File: config.mk
export PLATFORM = sky130hd
export DESIGN_NAME = csc_top
export DESIGN_NICKNAME = d
export VERILOG_FILES = /design/src/core/csc_pkg.sv /design/src/core/csc_startup_counter.sv /design/src/core/csc_top.sv
export VERILOG_INCLUDE_DIRS = /design/src /design/src/core
export SDC_FILE = /design/constraint.sdc
export NUM_CORES = 1
export LEC_CHECK = 0
export BUFFER_PORTS_ARGS = -buffer_cell sky130_fd_sc_hd__buf_4
export CORE_ASPECT_RATIO = 0.7
export CORE_UTILIZATION = 35
export CTS_CLUSTER_SIZE = 16
export DETAILED_ROUTE_END_ITERATION = 6
export PLACE_DENSITY = 0.54
export SETUP_SLACK_MARGIN = 0.15
export SLEW_MARGIN = 20
export SYNTH_ARGS = -nofsm -noshare
export SYNTH_HDL_FRONTEND = slang
export SYNTH_HIERARCHICAL = 1
export SYNTH_SLANG_ARGS = --single-unit
File: constraint.sdc
create_clock -name aclk -period 6.9 [get_ports aclk]
set_input_delay 0.345 -clock aclk [delete_from_list [all_inputs] [get_ports aclk]]
set_output_delay 0.345 -clock aclk [all_outputs]
set_load 0.02 [all_outputs]
File: src/core/csc_defines.svh
// Offsets, field positions, reset values and cycle counts of the clock control unit
`ifndef CSC_DEFINES_SVH
`define CSC_DEFINES_SVH

// Register byte offsets
`define CSC_FUSE_OFFSET 8'h00
`define CSC_CTRL_OFFSET 8'h04
`define CSC_STAT_OFFSET 8'h08

// Fuse register fields
`define CSC_FUSE_SRC_LSB 0
`define CSC_FUSE_SRC_MSB 3
`define CSC_FUSE_SUT_LSB 4
`define CSC_FUSE_SUT_MSB 5
`define CSC_FUSE_DIV8_BIT 6
`define CSC_FUSE_RESET 8'h22
`define CSC_FUSE_MASK 8'h7f

// Control register fields
`define CSC_CTRL_MODE_LSB 0
`define CSC_CTRL_MODE_MSB 2
`define CSC_CTRL_ENTER_BIT 3
`define CSC_CTRL_RESET 3'h0

// Oscillator start-up counts, in oscillator cycles
`define CSC_OSC_EXT_CYC 6
`define CSC_OSC_258_CYC 258
`define CSC_OSC_1K_CYC 1024
`define CSC_OSC_16K_CYC 16384
`define CSC_OSC_32K_CYC 32768

// Supply time-out counts, in watchdog oscillator cycles
`define CSC_SUPPLY_SHORT_CYC 512
`define CSC_SUPPLY_LONG_CYC 8192

// Last prescaler phase when divide-by-eight is programmed
`define CSC_DIV_LAST 3'h7

// Bus responses
`define CSC_RESP_OKAY 2'h0
`define CSC_RESP_SLVERR 2'h2

`endif

File: src/core/csc_pkg.sv
// Types shared by the clock control unit
package csc_pkg;

	// Start-up sequencer states
	typedef enum logic [2:0] {
		CSC_ST_HOLD = 3'b000,
		CSC_ST_SUPPLY = 3'b001,
		CSC_ST_OSC = 3'b010,
		CSC_ST_RUN = 3'b011,
		CSC_ST_SLEEP = 3'b100
	} csc_state_t;

	// Clock source classes
	typedef enum logic [2:0] {
		CSC_SRC_LP_XTAL = 3'b000,
		CSC_SRC_FS_XTAL = 3'b001,
		CSC_SRC_LF_XTAL = 3'b010,
		CSC_SRC_RC128 = 3'b011,
		CSC_SRC_RC_CAL = 3'b100,
		CSC_SRC_EXT = 3'b101,
		CSC_SRC_RSVD = 3'b110
	} csc_src_t;

	// Sleep modes
	typedef enum logic [2:0] {
		CSC_SLP_IDLE = 3'b000,
		CSC_SLP_CONV = 3'b001,
		CSC_SLP_PDOWN = 3'b010,
		CSC_SLP_PSAVE = 3'b011,
		CSC_SLP_STBY = 3'b110,
		CSC_SLP_XSTBY = 3'b111
	} csc_sleep_t;

endpackage

File: src/core/csc_startup_counter.sv
// Tick counter that flags when a configured number of ticks has elapsed
module csc_startup_counter #(
	parameter int W = 16
) (
	input wire logic aclk,
	input wire logic aresetn,
	input wire logic clear,
	input wire logic tick,
	input wire logic [W-1:0] target,
	output logic done,
	output logic [W-1:0] count
);

	logic [W-1:0] count_q; // Ticks seen since the last clear
	logic [W-1:0] count_d;

	// Done once the count has reached the target
	assign done = (count_q >= target);
	assign count = count_q;
	assign count_d = clear ? '0 : ((tick && !done) ? count_q + 1'b1 : count_q);

	// Count register, cleared to zero while not in use
	always_ff @(posedge aclk) begin
		if (!aresetn) begin
			count_q <= '0;
		end else begin
			count_q <= count_d;
		end
	end

endmodule

File: src/core/csc_top.sv
// Clock source select, start-up sequencing and clock gating with an AXI4-Lite slave
`include "csc_defines.svh"

// Functional notes
// Fuse field picks source class
// Fuse bit zero means programmed
// Factory default calibrated RC, divided, slow
// Extra supply time-out after reset release
// Supply time-out 0, 512 or 8192
// Oscillator count holds internal reset
// Sleep wake skips supply time-out
// Start-up counts from 6 to 32K
// Module clocks gate per sleep mode
// Core clock stops core state
// Async interrupt detect when I/O stopped
// Async start and address detect
// Program memory clock follows core clock
// Async timer clock runs in sleep
// Converter clock runs in noise reduction
// Configurer picks time-out over rise time
// Divide-by-eight fuse divides clock by 8
// Crystal start-up from low bit, start-up select
// Reset reassert restarts both counters
module csc_top #(
	parameter int ADDR_W = 8,
	parameter int SUPPLY_LONG_CYC = `CSC_SUPPLY_LONG_CYC,
	parameter int OSC_16K_CYC = `CSC_OSC_16K_CYC,
	parameter int OSC_32K_CYC = `CSC_OSC_32K_CYC
) (
	input wire logic aclk,
	input wire logic aresetn,
	input wire logic [ADDR_W-1:0] s_axi_awaddr,
	input wire logic s_axi_awvalid,
	output logic s_axi_awready,
	input wire logic [31:0] s_axi_wdata,
	input wire logic [3:0] s_axi_wstrb,
	input wire logic s_axi_wvalid,
	output logic s_axi_wready,
	output logic [1:0] s_axi_bresp,
	output logic s_axi_bvalid,
	input wire logic s_axi_bready,
	input wire logic [ADDR_W-1:0] s_axi_araddr,
	input wire logic s_axi_arvalid,
	output logic s_axi_arready,
	output logic [31:0] s_axi_rdata,
	output logic [1:0] s_axi_rresp,
	output logic s_axi_rvalid,
	input wire logic s_axi_rready,
	input wire logic reset_sources_n,
	input wire logic wdt_tick,
	input wire logic osc_tick,
	input wire logic wake_event,
	output logic internal_reset_n,
	output logic core_clock_en,
	output logic peripheral_clock_en,
	output logic program_memory_clock_en,
	output logic async_timer_clock_en,
	output logic converter_clock_en,
	output logic async_detect_en,
	output logic system_clock_tick
);
	import csc_pkg::*;

	localparam int SW = 14; // Supply counter width
	localparam int OW = 16; // Oscillator counter width

	// ---- Bus state ----
	logic [ADDR_W-1:0] awaddr_q; // Held write address
	logic aw_full_q; // Write address held
	logic aw_full_d;
	logic [7:0] wdata_q; // Held low write byte
	logic wstrb0_q; // Held lane 0 strobe
	logic w_full_q; // Write data held
	logic w_full_d;
	logic awready_q;
	logic awready_d;
	logic wready_q;
	logic wready_d;
	logic bvalid_q;
	logic bvalid_d;
	logic [1:0] bresp_q;
	logic arready_q;
	logic arready_d;
	logic rvalid_q;
	logic rvalid_d;
	logic [31:0] rdata_q;
	logic [1:0] rresp_q;

	// ---- Registers ----
	logic [7:0] fuse_q; // Fuse image, software written
	logic [7:0] active_cfg_q; // Fuse image captured for this sequence
	logic [2:0] ctrl_mode_q; // Requested sleep mode
	logic enter_q; // Sleep entry request pulse
	logic [2:0] active_mode_q; // Sleep mode in force
	logic [2:0] active_mode_d;
	csc_state_t state_q;
	csc_state_t state_d;
	logic [2:0] div_cnt_q; // Prescaler phase

	// ---- Gate registers ----
	logic rst_n_q;
	logic core_en_q;
	logic io_en_q;
	logic pmem_en_q;
	logic asy_en_q;
	logic conv_en_q;
	logic adet_q;
	logic tick_q;

	// ---- Write channel decode ----
	wire aw_take = s_axi_awvalid && awready_q;
	wire w_take = s_axi_wvalid && wready_q;
	wire do_write = aw_full_q && w_full_q && !bvalid_q;
	wire wr_fuse = do_write && (awaddr_q == ADDR_W'(`CSC_FUSE_OFFSET));
	wire wr_ctrl = do_write && (awaddr_q == ADDR_W'(`CSC_CTRL_OFFSET));
	wire wr_stat = do_write && (awaddr_q == ADDR_W'(`CSC_STAT_OFFSET));
	wire wr_hit = wr_fuse || wr_ctrl || wr_stat;

	assign aw_full_d = aw_take ? 1'b1 : (do_write ? 1'b0 : aw_full_q);
	assign w_full_d = w_take ? 1'b1 : (do_write ? 1'b0 : w_full_q);
	assign bvalid_d = do_write ? 1'b1 : ((bvalid_q && s_axi_bready) ? 1'b0 : bvalid_q);
	assign awready_d = !aw_full_d && !bvalid_d;
	assign wready_d = !w_full_d && !bvalid_d;

	// ---- Read channel decode ----
	wire ar_take = s_axi_arvalid && arready_q;
	wire rd_fuse = (s_axi_araddr == ADDR_W'(`CSC_FUSE_OFFSET));
	wire rd_ctrl = (s_axi_araddr == ADDR_W'(`CSC_CTRL_OFFSET));
	wire rd_stat = (s_axi_araddr == ADDR_W'(`CSC_STAT_OFFSET));
	wire rd_hit = rd_fuse || rd_ctrl || rd_stat;

	assign rvalid_d = ar_take ? 1'b1 : ((rvalid_q && s_axi_rready) ? 1'b0 : rvalid_q);
	assign arready_d = !rvalid_d;

	// ---- Active configuration fields ----
	wire [3:0] src_sel = active_cfg_q[`CSC_FUSE_SRC_MSB:`CSC_FUSE_SRC_LSB];
	wire [1:0] sut_sel = active_cfg_q[`CSC_FUSE_SUT_MSB:`CSC_FUSE_SUT_LSB];
	wire div8_on = !active_cfg_q[`CSC_FUSE_DIV8_BIT]; // Programmed reads zero, see

	// Source class from the four-bit select, see
	function automatic csc_src_t csc_decode_src(input logic [3:0] sel);
		csc_src_t cls;
		cls = CSC_SRC_RSVD;
		if (sel[3]) begin
			cls = CSC_SRC_LP_XTAL;
		end else if (sel[2:1] == 2'h3) begin
			cls = CSC_SRC_FS_XTAL;
		end else if (sel[2:1] == 2'h2) begin
			cls = CSC_SRC_LF_XTAL;
		end else if (sel == 4'h3) begin
			cls = CSC_SRC_RC128;
		end else if (sel == 4'h2) begin
			cls = CSC_SRC_RC_CAL;
		end else if (sel == 4'h0) begin
			cls = CSC_SRC_EXT;
		end
		return cls;
	endfunction

	wire csc_src_t src_class = csc_decode_src(src_sel);
	wire is_xtal = (src_class == CSC_SRC_LP_XTAL) || (src_class == CSC_SRC_FS_XTAL);
	wire [2:0] xtal_idx = {src_sel[0], sut_sel}; // Low select bit plus start-up select

	// Crystal start-up counts, see
	wire [OW-1:0] xtal_osc = (xtal_idx <= 3'h1) ? OW'(`CSC_OSC_258_CYC) :
		((xtal_idx <= 3'h4) ? OW'(`CSC_OSC_1K_CYC) : OW'(OSC_16K_CYC));
	// Crystal supply time-outs cycle 512, 8K, none
	wire [SW-1:0] xtal_sup = (xtal_idx == 3'h2 || xtal_idx == 3'h5) ? '0 :
		((xtal_idx == 3'h1 || xtal_idx == 3'h4 || xtal_idx == 3'h7) ?
		SW'(SUPPLY_LONG_CYC) : SW'(`CSC_SUPPLY_SHORT_CYC));
	// Other sources: start-up select picks none, 512 or 8K, see
	wire [SW-1:0] plain_sup = (sut_sel == 2'h0) ? '0 :
		((sut_sel == 2'h1) ? SW'(`CSC_SUPPLY_SHORT_CYC) : SW'(SUPPLY_LONG_CYC));
	// Low-frequency crystal longest, external and RC shortest, see
	wire [OW-1:0] plain_osc = (src_class == CSC_SRC_LF_XTAL) ? OW'(OSC_32K_CYC) :
		OW'(`CSC_OSC_EXT_CYC);
	wire [SW-1:0] supply_target = is_xtal ? xtal_sup : plain_sup;
	wire [OW-1:0] osc_target = is_xtal ? xtal_osc : plain_osc;

	// ---- Start-up counters ----
	logic supply_done;
	logic osc_done;
	logic [SW-1:0] supply_count;
	logic [OW-1:0] osc_count;

	// Supply time-out on watchdog ticks, see
	csc_startup_counter #(.W(SW)) u_supply (
		.aclk(aclk),
		.aresetn(aresetn),
		.clear(state_q != CSC_ST_SUPPLY),
		.tick(wdt_tick),
		.target(supply_target),
		.done(supply_done),
		.count(supply_count)
	);

	// Oscillator start-up on oscillator ticks, see
	csc_startup_counter #(.W(OW)) u_osc (
		.aclk(aclk),
		.aresetn(aresetn),
		.clear(state_q != CSC_ST_OSC),
		.tick(osc_tick),
		.target(osc_target),
		.done(osc_done),
		.count(osc_count)
	);

	// ---- Sequencer next state ----
	wire deep_sleep = (active_mode_q == CSC_SLP_PDOWN) || (active_mode_q == CSC_SLP_PSAVE);
	wire enter_now = enter_q && (state_q == CSC_ST_RUN);

	always_comb begin
		state_d = state_q;
		unique case (state_q)
			CSC_ST_HOLD: begin
				if (reset_sources_n) begin
					state_d = CSC_ST_SUPPLY; // Extra delay after release, see
				end
			end
			CSC_ST_SUPPLY: begin
				if (supply_done) begin
					state_d = CSC_ST_OSC;
				end
			end
			CSC_ST_OSC: begin
				if (osc_done) begin
					state_d = CSC_ST_RUN; // Release internal reset, see
				end
			end
			CSC_ST_RUN: begin
				if (enter_now) begin
					state_d = CSC_ST_SLEEP;
				end
			end
			CSC_ST_SLEEP: begin
				if (wake_event) begin
					// Deep sleep wakes through start-up only, see
					state_d = deep_sleep ? CSC_ST_OSC : CSC_ST_RUN;
				end
			end
			default: begin
				state_d = CSC_ST_HOLD;
			end
		endcase
		if (!reset_sources_n) begin
			state_d = CSC_ST_HOLD; // Any reset source restarts the sequence, see
		end
	end

	assign active_mode_d = enter_now ? ctrl_mode_q : active_mode_q;

	// ---- Gate decode from next state, see ----
	wire nx_run = (state_d == CSC_ST_RUN);
	wire nx_slp = (state_d == CSC_ST_SLEEP);
	wire m_idle = (active_mode_d == CSC_SLP_IDLE);
	wire m_conv = (active_mode_d == CSC_SLP_CONV);
	wire m_asy = m_idle || m_conv || (active_mode_d == CSC_SLP_PSAVE) ||
		(active_mode_d == CSC_SLP_XSTBY);
	wire core_d = nx_run; // Core state frozen otherwise, see
	wire io_d = nx_run || (nx_slp && m_idle);
	wire asy_d = nx_run || (nx_slp && m_asy); // Real-time domain, see
	wire conv_d = nx_run || (nx_slp && (m_idle || m_conv));
	wire rst_n_d = nx_run || nx_slp;

	// Prescaler: one system tick per oscillator tick, or per eight, see
	wire div_wrap = !div8_on || (div_cnt_q == `CSC_DIV_LAST);

	// ---- Bus handshake registers ----
	always_ff @(posedge aclk) begin
		if (!aresetn) begin
			aw_full_q <= 1'b0;
			w_full_q <= 1'b0;
			awready_q <= 1'b0;
			wready_q <= 1'b0;
			bvalid_q <= 1'b0;
			arready_q <= 1'b0;
			rvalid_q <= 1'b0;
		end else begin
			aw_full_q <= aw_full_d;
			w_full_q <= w_full_d;
			awready_q <= awready_d;
			wready_q <= wready_d;
			bvalid_q <= bvalid_d;
			arready_q <= arready_d;
			rvalid_q <= rvalid_d;
		end
	end

	// Bus payload capture and answers
	always_ff @(posedge aclk) begin
		if (!aresetn) begin
			awaddr_q <= '0;
			wdata_q <= 8'h00;
			wstrb0_q <= 1'b0;
			bresp_q <= `CSC_RESP_OKAY;
			rdata_q <= 32'h0000_0000;
			rresp_q <= `CSC_RESP_OKAY;
		end else begin
			if (aw_take) begin
				awaddr_q <= s_axi_awaddr;
			end
			if (w_take) begin
				wdata_q <= s_axi_wdata[7:0];
				wstrb0_q <= s_axi_wstrb[0];
			end
			if (do_write) begin
				bresp_q <= wr_hit ? `CSC_RESP_OKAY : `CSC_RESP_SLVERR;
			end
			if (ar_take) begin
				rresp_q <= rd_hit ? `CSC_RESP_OKAY : `CSC_RESP_SLVERR;
				rdata_q <= rd_fuse ? {24'h00_0000, fuse_q} :
					(rd_ctrl ? {29'h0000_0000, ctrl_mode_q} :
					(rd_stat ? {24'h00_0000, core_en_q, !rst_n_q, src_class, state_q} :
					32'h0000_0000));
			end
		end
	end

	// Software registers; fuse image defaults to the factory setting, see
	always_ff @(posedge aclk) begin
		if (!aresetn) begin
			fuse_q <= `CSC_FUSE_RESET;
			ctrl_mode_q <= `CSC_CTRL_RESET;
			enter_q <= 1'b0;
		end else begin
			if (wr_fuse && wstrb0_q) begin
				fuse_q <= wdata_q & `CSC_FUSE_MASK;
			end
			if (wr_ctrl && wstrb0_q) begin
				ctrl_mode_q <= wdata_q[`CSC_CTRL_MODE_MSB:`CSC_CTRL_MODE_LSB];
			end
			enter_q <= wr_ctrl && wstrb0_q && wdata_q[`CSC_CTRL_ENTER_BIT];
		end
	end

	// Sequencer, configuration capture and prescaler
	always_ff @(posedge aclk) begin
		if (!aresetn) begin
			state_q <= CSC_ST_HOLD;
			active_cfg_q <= `CSC_FUSE_RESET;
			active_mode_q <= CSC_SLP_IDLE;
			div_cnt_q <= 3'h0;
			tick_q <= 1'b0;
		end else begin
			state_q <= state_d;
			active_mode_q <= active_mode_d;
			if (state_q == CSC_ST_HOLD) begin
				active_cfg_q <= fuse_q; // Fuses take effect at each reset sequence
			end
			if (osc_tick) begin
				div_cnt_q <= div_wrap ? 3'h0 : div_cnt_q + 3'h1;
			end
			tick_q <= osc_tick && div_wrap;
		end
	end

	// Gate and reset outputs, registered from the next state
	always_ff @(posedge aclk) begin
		if (!aresetn) begin
			rst_n_q <= 1'b0;
			core_en_q <= 1'b0;
			pmem_en_q <= 1'b0;
			io_en_q <= 1'b0;
			asy_en_q <= 1'b0;
			conv_en_q <= 1'b0;
			adet_q <= 1'b1;
		end else begin
			rst_n_q <= rst_n_d;
			core_en_q <= core_d;
			pmem_en_q <= core_d; // Follows the core clock, see
			io_en_q <= io_d;
			asy_en_q <= asy_d;
			conv_en_q <= conv_d;
			adet_q <= !io_d; // Async detectors armed when I/O stops, see
		end
	end

	// Output wiring
	assign s_axi_awready = awready_q;
	assign s_axi_wready = wready_q;
	assign s_axi_bvalid = bvalid_q;
	assign s_axi_bresp = bresp_q;
	assign s_axi_arready = arready_q;
	assign s_axi_rvalid = rvalid_q;
	assign s_axi_rdata = rdata_q;
	assign s_axi_rresp = rresp_q;
	assign internal_reset_n = rst_n_q;
	assign core_clock_en = core_en_q;
	assign program_memory_clock_en = pmem_en_q;
	assign peripheral_clock_en = io_en_q;
	assign async_timer_clock_en = asy_en_q;
	assign converter_clock_en = conv_en_q;
	assign async_detect_en = adet_q;
	assign system_clock_tick = tick_q;
endmodule

Yosys cells after proc, flatten, opt, wreduce, memory -nomap -nowiden --
Index checks and enable logic that the tools add are counted.
Cells by class: add/subtract/negate cells 3, $lt $le $gt $ge 4, equality and inequality tests 30, mux-type cells 37, bitwise gates (word level) 1, reduce and logical (&&, ||, !) cells 57
Operators with widths (count):
- $mux 14 | 5
- $mux 3 | 11
- $mux 16 | 2
- $mux 15 | 2
- $eq 3x2->1 const B | 8
- $mux 8 | 3
- $logic_and 1x1->1 | 22
- $eq 3x3->1 const B | 7
- $logic_or 1x1->1 | 17
- $add 16x1->16 const B | 1
- $eq 8x3->1 const B | 2
- $eq 8x4->1 const B | 2
- $ge 16x16->1 | 1
- $logic_not 8->1 | 2
- $pmux 3 s5 | 1
- $add 14x1->14 const B | 1
- $ge 14x14->1 | 1
- $eq 3x1->1 const B | 4
- $logic_not 1->1 | 9
- $logic_not 3->1 | 3
- $mux 1 | 9
- $eq 4x2->1 const B | 2
- $mux 2 | 4
- $eq 2x2->1 const B | 2
- other kinds (10) | 11
Storage, ports and cells: bits in registers 123, bits of input ports 63, output and inout bits 49

Logic depth before layout (Yosys ltp) --
depth in word-level cells 18, mapped depth 15, gate-level depth less buffers 14

Hierarchy --
Netlist, hierarchy kept.
By module, submodules not included:
- csc_top | times used 1, cells each 370, area an instance 3042.9 um2
- csc_startup_counter at u_osc | times used 1, cells each 158, area an instance 1292.5 um2
- csc_startup_counter at u_supply | times used 1, cells each 139, area an instance 1106.1 um2

Worst setup path after synthesis --
No wires, ideal clock.
path type register to register, from register active_cfg_q[5], to register conv_en_q, in the netlist converter_clock_en, data arrival time 3.149 ns, required time 6.843 ns, path slack 3.694 ns, stages on the path, launching flop included 16, path buffers 1, period minus slack after synthesis 3.206 ns, cells stage by stage dfxtp_1 -> clkbuf_1 -> nor2b_1 -> nor3_1 -> a21oi_1 -> o21ai_0 -> inv_1 -> ha_1 -> a21o_1 -> a221o_1 -> a211oi_1 -> nand2_1 -> mux2_2 -> a211o_1 -> a211oi_2 -> or2_2
Between the ends: word-level cells in the longest chain between the ends 13, elaborated cells on any way between the ends 30
Ends and longest elaborated chain:
- from (decl) | RTL line csc_top.sv:91 | logic [7:0] active_cfg_q;
- from (signal assigned) | RTL line csc_top.sv:340 | active_cfg_q <= `CSC_FUSE_RESET;
- from (signal assigned) | RTL line csc_top.sv:348 | active_cfg_q <= fuse_q;
- $eq 3x1->1 or $eq 3x3->1 (tied branches) | RTL line csc_top.sv:169 | ((xtal_idx == 3'h1 || xtal_idx == 3'h4 || xtal_idx == 3'h7) ?
- $logic_or 1x1->1 (2 in series) | RTL line csc_top.sv:169
- $mux 14 | RTL line csc_top.sv:169
- $mux 14 | RTL line csc_top.sv:168 | wire [SW-1:0] xtal_sup = (xtal_idx == 3'h2 || xtal_idx == 3'h5) ? '0 :
- $mux 14 * | RTL line csc_top.sv:177 | wire [SW-1:0] supply_target = is_xtal ? xtal_sup : plain_sup;
- named net supply_target[9] | RTL line csc_top.sv:177
- $ge 14x14->1 * | RTL line csc_startup_counter.sv:18 | assign done = (count_q >= target);
- named net supply_done | RTL line csc_top.sv:181 | logic supply_done;
- $mux 3 * | RTL line csc_top.sv:221 | if (supply_done) begin
- $pmux 3 s5 * | RTL line csc_top.sv:214 | unique case (state_q)
- $mux 3 * | RTL line csc_top.sv:245 | if (!reset_sources_n) begin
- $eq 3x3->1 | RTL line csc_top.sv:254 | wire nx_slp = (state_d == CSC_ST_SLEEP);
- $logic_and 1x1->1 | RTL line csc_top.sv:262 | wire conv_d = nx_run || (nx_slp && (m_idle || m_conv));
- $logic_or 1x1->1 * | RTL line csc_top.sv:262
- to (signal assigned) | RTL line csc_top.sv:373 | conv_en_q <= conv_d;
- to (decl) | RTL line csc_top.sv:106 | logic conv_en_q;
Mark *: on every way through the listed nets, which the timed path passes. The rest lies on a longest branch. A chain may end at the register's enable or synchronous reset.

Final worst setup path --
from register active_cfg_q[2], to register rst_n_q, in the netlist internal_reset_n
Between the ends: word-level cells in the longest chain between the ends 16, elaborated cells on any way between the ends 27
Ends and longest elaborated chain:
- $logic_not 4->1 | RTL line csc_top.sv:154 | end else if (sel == 4'h0) begin
- $mux 2 | RTL line csc_top.sv:154
- $mux 2 | RTL line csc_top.sv:152 | end else if (sel == 4'h2) begin
- $mux 3 | RTL line csc_top.sv:150 | end else if (sel == 4'h3) begin
- $mux 3 | RTL line csc_top.sv:148 | end else if (sel[2:1] == 2'h2) begin
- $mux 3 * | RTL line csc_top.sv:146 | end else if (sel[2:1] == 2'h3) begin
- $mux 3 * | RTL line csc_top.sv:144 | if (sel[3]) begin
- $eq 3x1->1 or $logic_not 3->1 (tied branches) | RTL line csc_top.sv:161 | wire is_xtal = (src_class == CSC_SRC_LP_XTAL) || (src_class == CSC_SRC_FS_XTAL);
- $logic_or 1x1->1 * | RTL line csc_top.sv:161
- $mux 16 * | RTL line csc_top.sv:178 | wire [OW-1:0] osc_target = is_xtal ? xtal_osc : plain_osc;
- named net osc_target[8] | RTL line csc_top.sv:178
- $ge 16x16->1 * | RTL line csc_startup_counter.sv:18
- $mux 3 * | RTL line csc_top.sv:226 | if (osc_done) begin
- $pmux 3 s5 * | RTL line csc_top.sv:214
- $mux 3 * | RTL line csc_top.sv:245
- $eq 3x2->1 or $eq 3x3->1 (tied branches) | RTL line csc_top.sv:253, csc_top.sv:254
- $logic_or 1x1->1 * | RTL line csc_top.sv:263 | wire rst_n_d = nx_run || nx_slp;
- to (signal assigned) | RTL line csc_top.sv:368 | rst_n_q <= rst_n_d;
- to (decl) | RTL line csc_top.sv:101 | logic rst_n_q;
Marked as above.

==> reports/results.txt <==
Status = complete, no violations
Final WL = 12600 um
Sequential fraction of the synthesis area = 35.7%
Share of cells above drive strength 1 = 13.2%
Slew margin rel. = 50.4%
Synth Warn # = 6
Number of inserted diodes = 0
Post-DP HPWL = 9320 um
Drt drc = 0
Setup crit start kind = flop
CORE AREA = 0.0150 mm2
Clock power share = 44.8%
Setup CP Type = reg -> reg
RSZ-0062 raised after global routing = false
WL met3 = 548 um
EDFF count, synth = 0
Nets = 825
Switch Pwr = 0.000319 W
CTS Buf Count = 9
Resized Gates After CTS = 0
GR Util All Layers = 17.0%
Slew @ Worst Pin = 740 ps
Final Cycle Share = 55.2%
Post-synth ARST share = 0%
Vias in the first global route = 4473
Most numerous cell in the Yosys netlist = nand2_1
Final hold violation count = 0
I/O pin count = 112
Area of the multi-input gates = 0.00320 mm2
Max incr delay on CP = 510 ps
DRT Pass-1 Iters = 5
Dpl ws = 3150 ps
P&R area growth vs syn = 16.1%
Pleak = 2.47 nW
Combinational power share = 7.8%
Reg power frac = 47.4%
Skew-Pair Late Insertion Delay = 350 ps
Final Skew = 8.35 ps
Clock transition at path regs = 80 ps
Met1 WL = 6690 um
Crit path time final = 3810 ps
Fraction of synthesized cell area taken by the top area cell type = 35.7%
Routed Antenna Nets = 0
Largest net degree at the start of global routing = 45
Synth Register Bits = 97
Routability cong. = 0.763
Setup-failing EPs final = 0
Setup TNS = 0 ps
PnR worst setup slack = 3090 ps
H-tree Lvls = 3
Hold Path Class = in -> reg
FMAX = 262 MHz
PD cells = 193 mW/mm2
Switching share of power = 26.1%
Drt wl/cell = 13.6 um
FF+latch area = 0.00194 mm2
Overall Power = 0.00122 W
Vias/cell = 5.06
CTS tree = done
Root buffer cell = clkbuf_16
Post-synth top area cell = dfxtp_1
Rows = 37
DR WL met2 = 5310 um
# hold bufs at CTS = 0
Crit path arrival time = 4110 ps
Post-Syn Instances = 667
Chip width = 151 um
Post-synth top cells = 103 x nand2_1, 97 x dfxtp_1, 67 x a21oi_1
Final Max Slew Viols = 0
Layout fillers = 1495
IO Port Bufs = 57
Starting density of the core = 36.4%
Synth unique cells = 64
CP cell instances = a21oi_1, nor3_1, a22oi_1, o21ai_0, inv_1, ha_1, and4_1, a221o_1, a211oi_1, nand2_1, mux2_2, a211o_1, a211oi_2, or2_2
Max Buffers Root-to-Sink = 2
Die height = 106 um
WP buf/inv = 1
Initial DRC Count = 287
Setup Buffers After CTS = 0
Crit path max-delay family = compound AO/OA/AOI/OAI gates
Final hold slack = 231 ps
Req. time, crit path = 7190 ps
Top Metal Used = met4
Critical Path Slowest Stage Cell = a21oi_1
Initial antenna violation count = 0
Clk sinks = 97
Post-Syn Area per Cell = 8.16 um2
First-pass GRT wire length = 21500 um
Vias = 4693
Peak VDD IR = 0.000114 V
Area contributors post-synth = dfxtp_1 36%, ha_1 7.8%, nand2_1 7.1%
Top FF cell, synth = dfxtp_1
Post-Syn Area = 0.00544 mm2
Max cap viols = 0
Gr ovfl total = 0
Critical Path Sink Type = flop
Pint = 0.000900 W
Crit path max fanout = 8
Full die area = 0.0161 mm2
-- metrics by stage --
| step | util, % | std cells | instance area (um2) |
|---|---|---|---|
| finish | 42.2 | 928 | 6320 |
| global route | 42.2 | 928 | 6320 |
| CTS | 42.2 | 928 | 6310 |
| detailed placement | 40.0 | 912 | 5980 |
| global placement | 40.0 | 912 | 5980 |
| floorplan | - | 714 | 5620 |
-- final cells by class --
type	instances	area share, %
Inverter	40	2.38
Multi-Input combinational cell	520	50.6
Tap cell	195	3.86
Clock inverter	7	1.70
Timing Repair Buffer	60	7.13
Clock buffer	9	3.57
Sequential cell	97	30.7
-- sequential cells by signal, summed over array words and instances, names as in the netlist, 3 cells and up --
signal and count:
div_cnt_q 3, u_osc/count 16, awaddr_q 8, wdata_q 7, u_supply/count 14, active_cfg_q 7
ctrl_mode_q 3, active_mode_q 3, s_axi_rdata 8, fuse_q 7, state_q 3
-- worst paths after layout --
check / slack, ps / endpoint / from / depth (start not counted)
max: 3090 / internal_reset_n / active_cfg_q[2] / 14
min: 230 / awaddr_q[2] / s_axi_awaddr[2] / 3
max reg2reg: 3090 / internal_reset_n / active_cfg_q[2] / 14
min reg2reg: 460 / awaddr_q[4] / awaddr_q[4] / 2
-- worst min-delay path, stage by stage --
cell,delay (ps)
buf_4,110
nand2_1,40
a21oi_1,50
-- cell usage in the layout (no fill, tap or decap), types with 20 or more instances in the layout --
| master | instances |
|---|---|
| dfxtp_1 | 97 |
| nor2_1 | 27 |
| buf_4 | 60 |
| nand4_1 | 21 |
| a21oi_1 | 67 |
| ha_1 | 34 |
| nand2b_1 | 20 |
| nand2_1 | 103 |
| conb_1 | 48 |
| mux2i_1 | 24 |
| inv_1 | 39 |
-- routing by layer --
metal,up-vias,track usage [%]
met5,-,0
li1,2427,-
met4,0,4.79
met2,99,24.9
met3,2,4.46
met1,2165,24.1
-- logic make-up after synthesis --
group / synth area share, %
adders and majority gates: 7.82
and+or+nand+nor: 26.1
buffers and inverters: 8.94
DFF: 35.7
AOI/OAI and AO/OA: 16.4
other: 0.0689
muxes: 5.04
-- power groups by stage --
stage	sequential (W)	combinational [W]	clock [W]
final	0.000578	0.0000948	0.000547
after global routing	0.000580	0.000106	0.000592
after CTS	0.000578	0.0000943	0.000565
after detailed placement	0.000591	0.0000940	0
after global placement	0.000590	0.0000918	0
after floorplan	0.000591	0.0000719	0
Power figures use the tool's default switching activity.
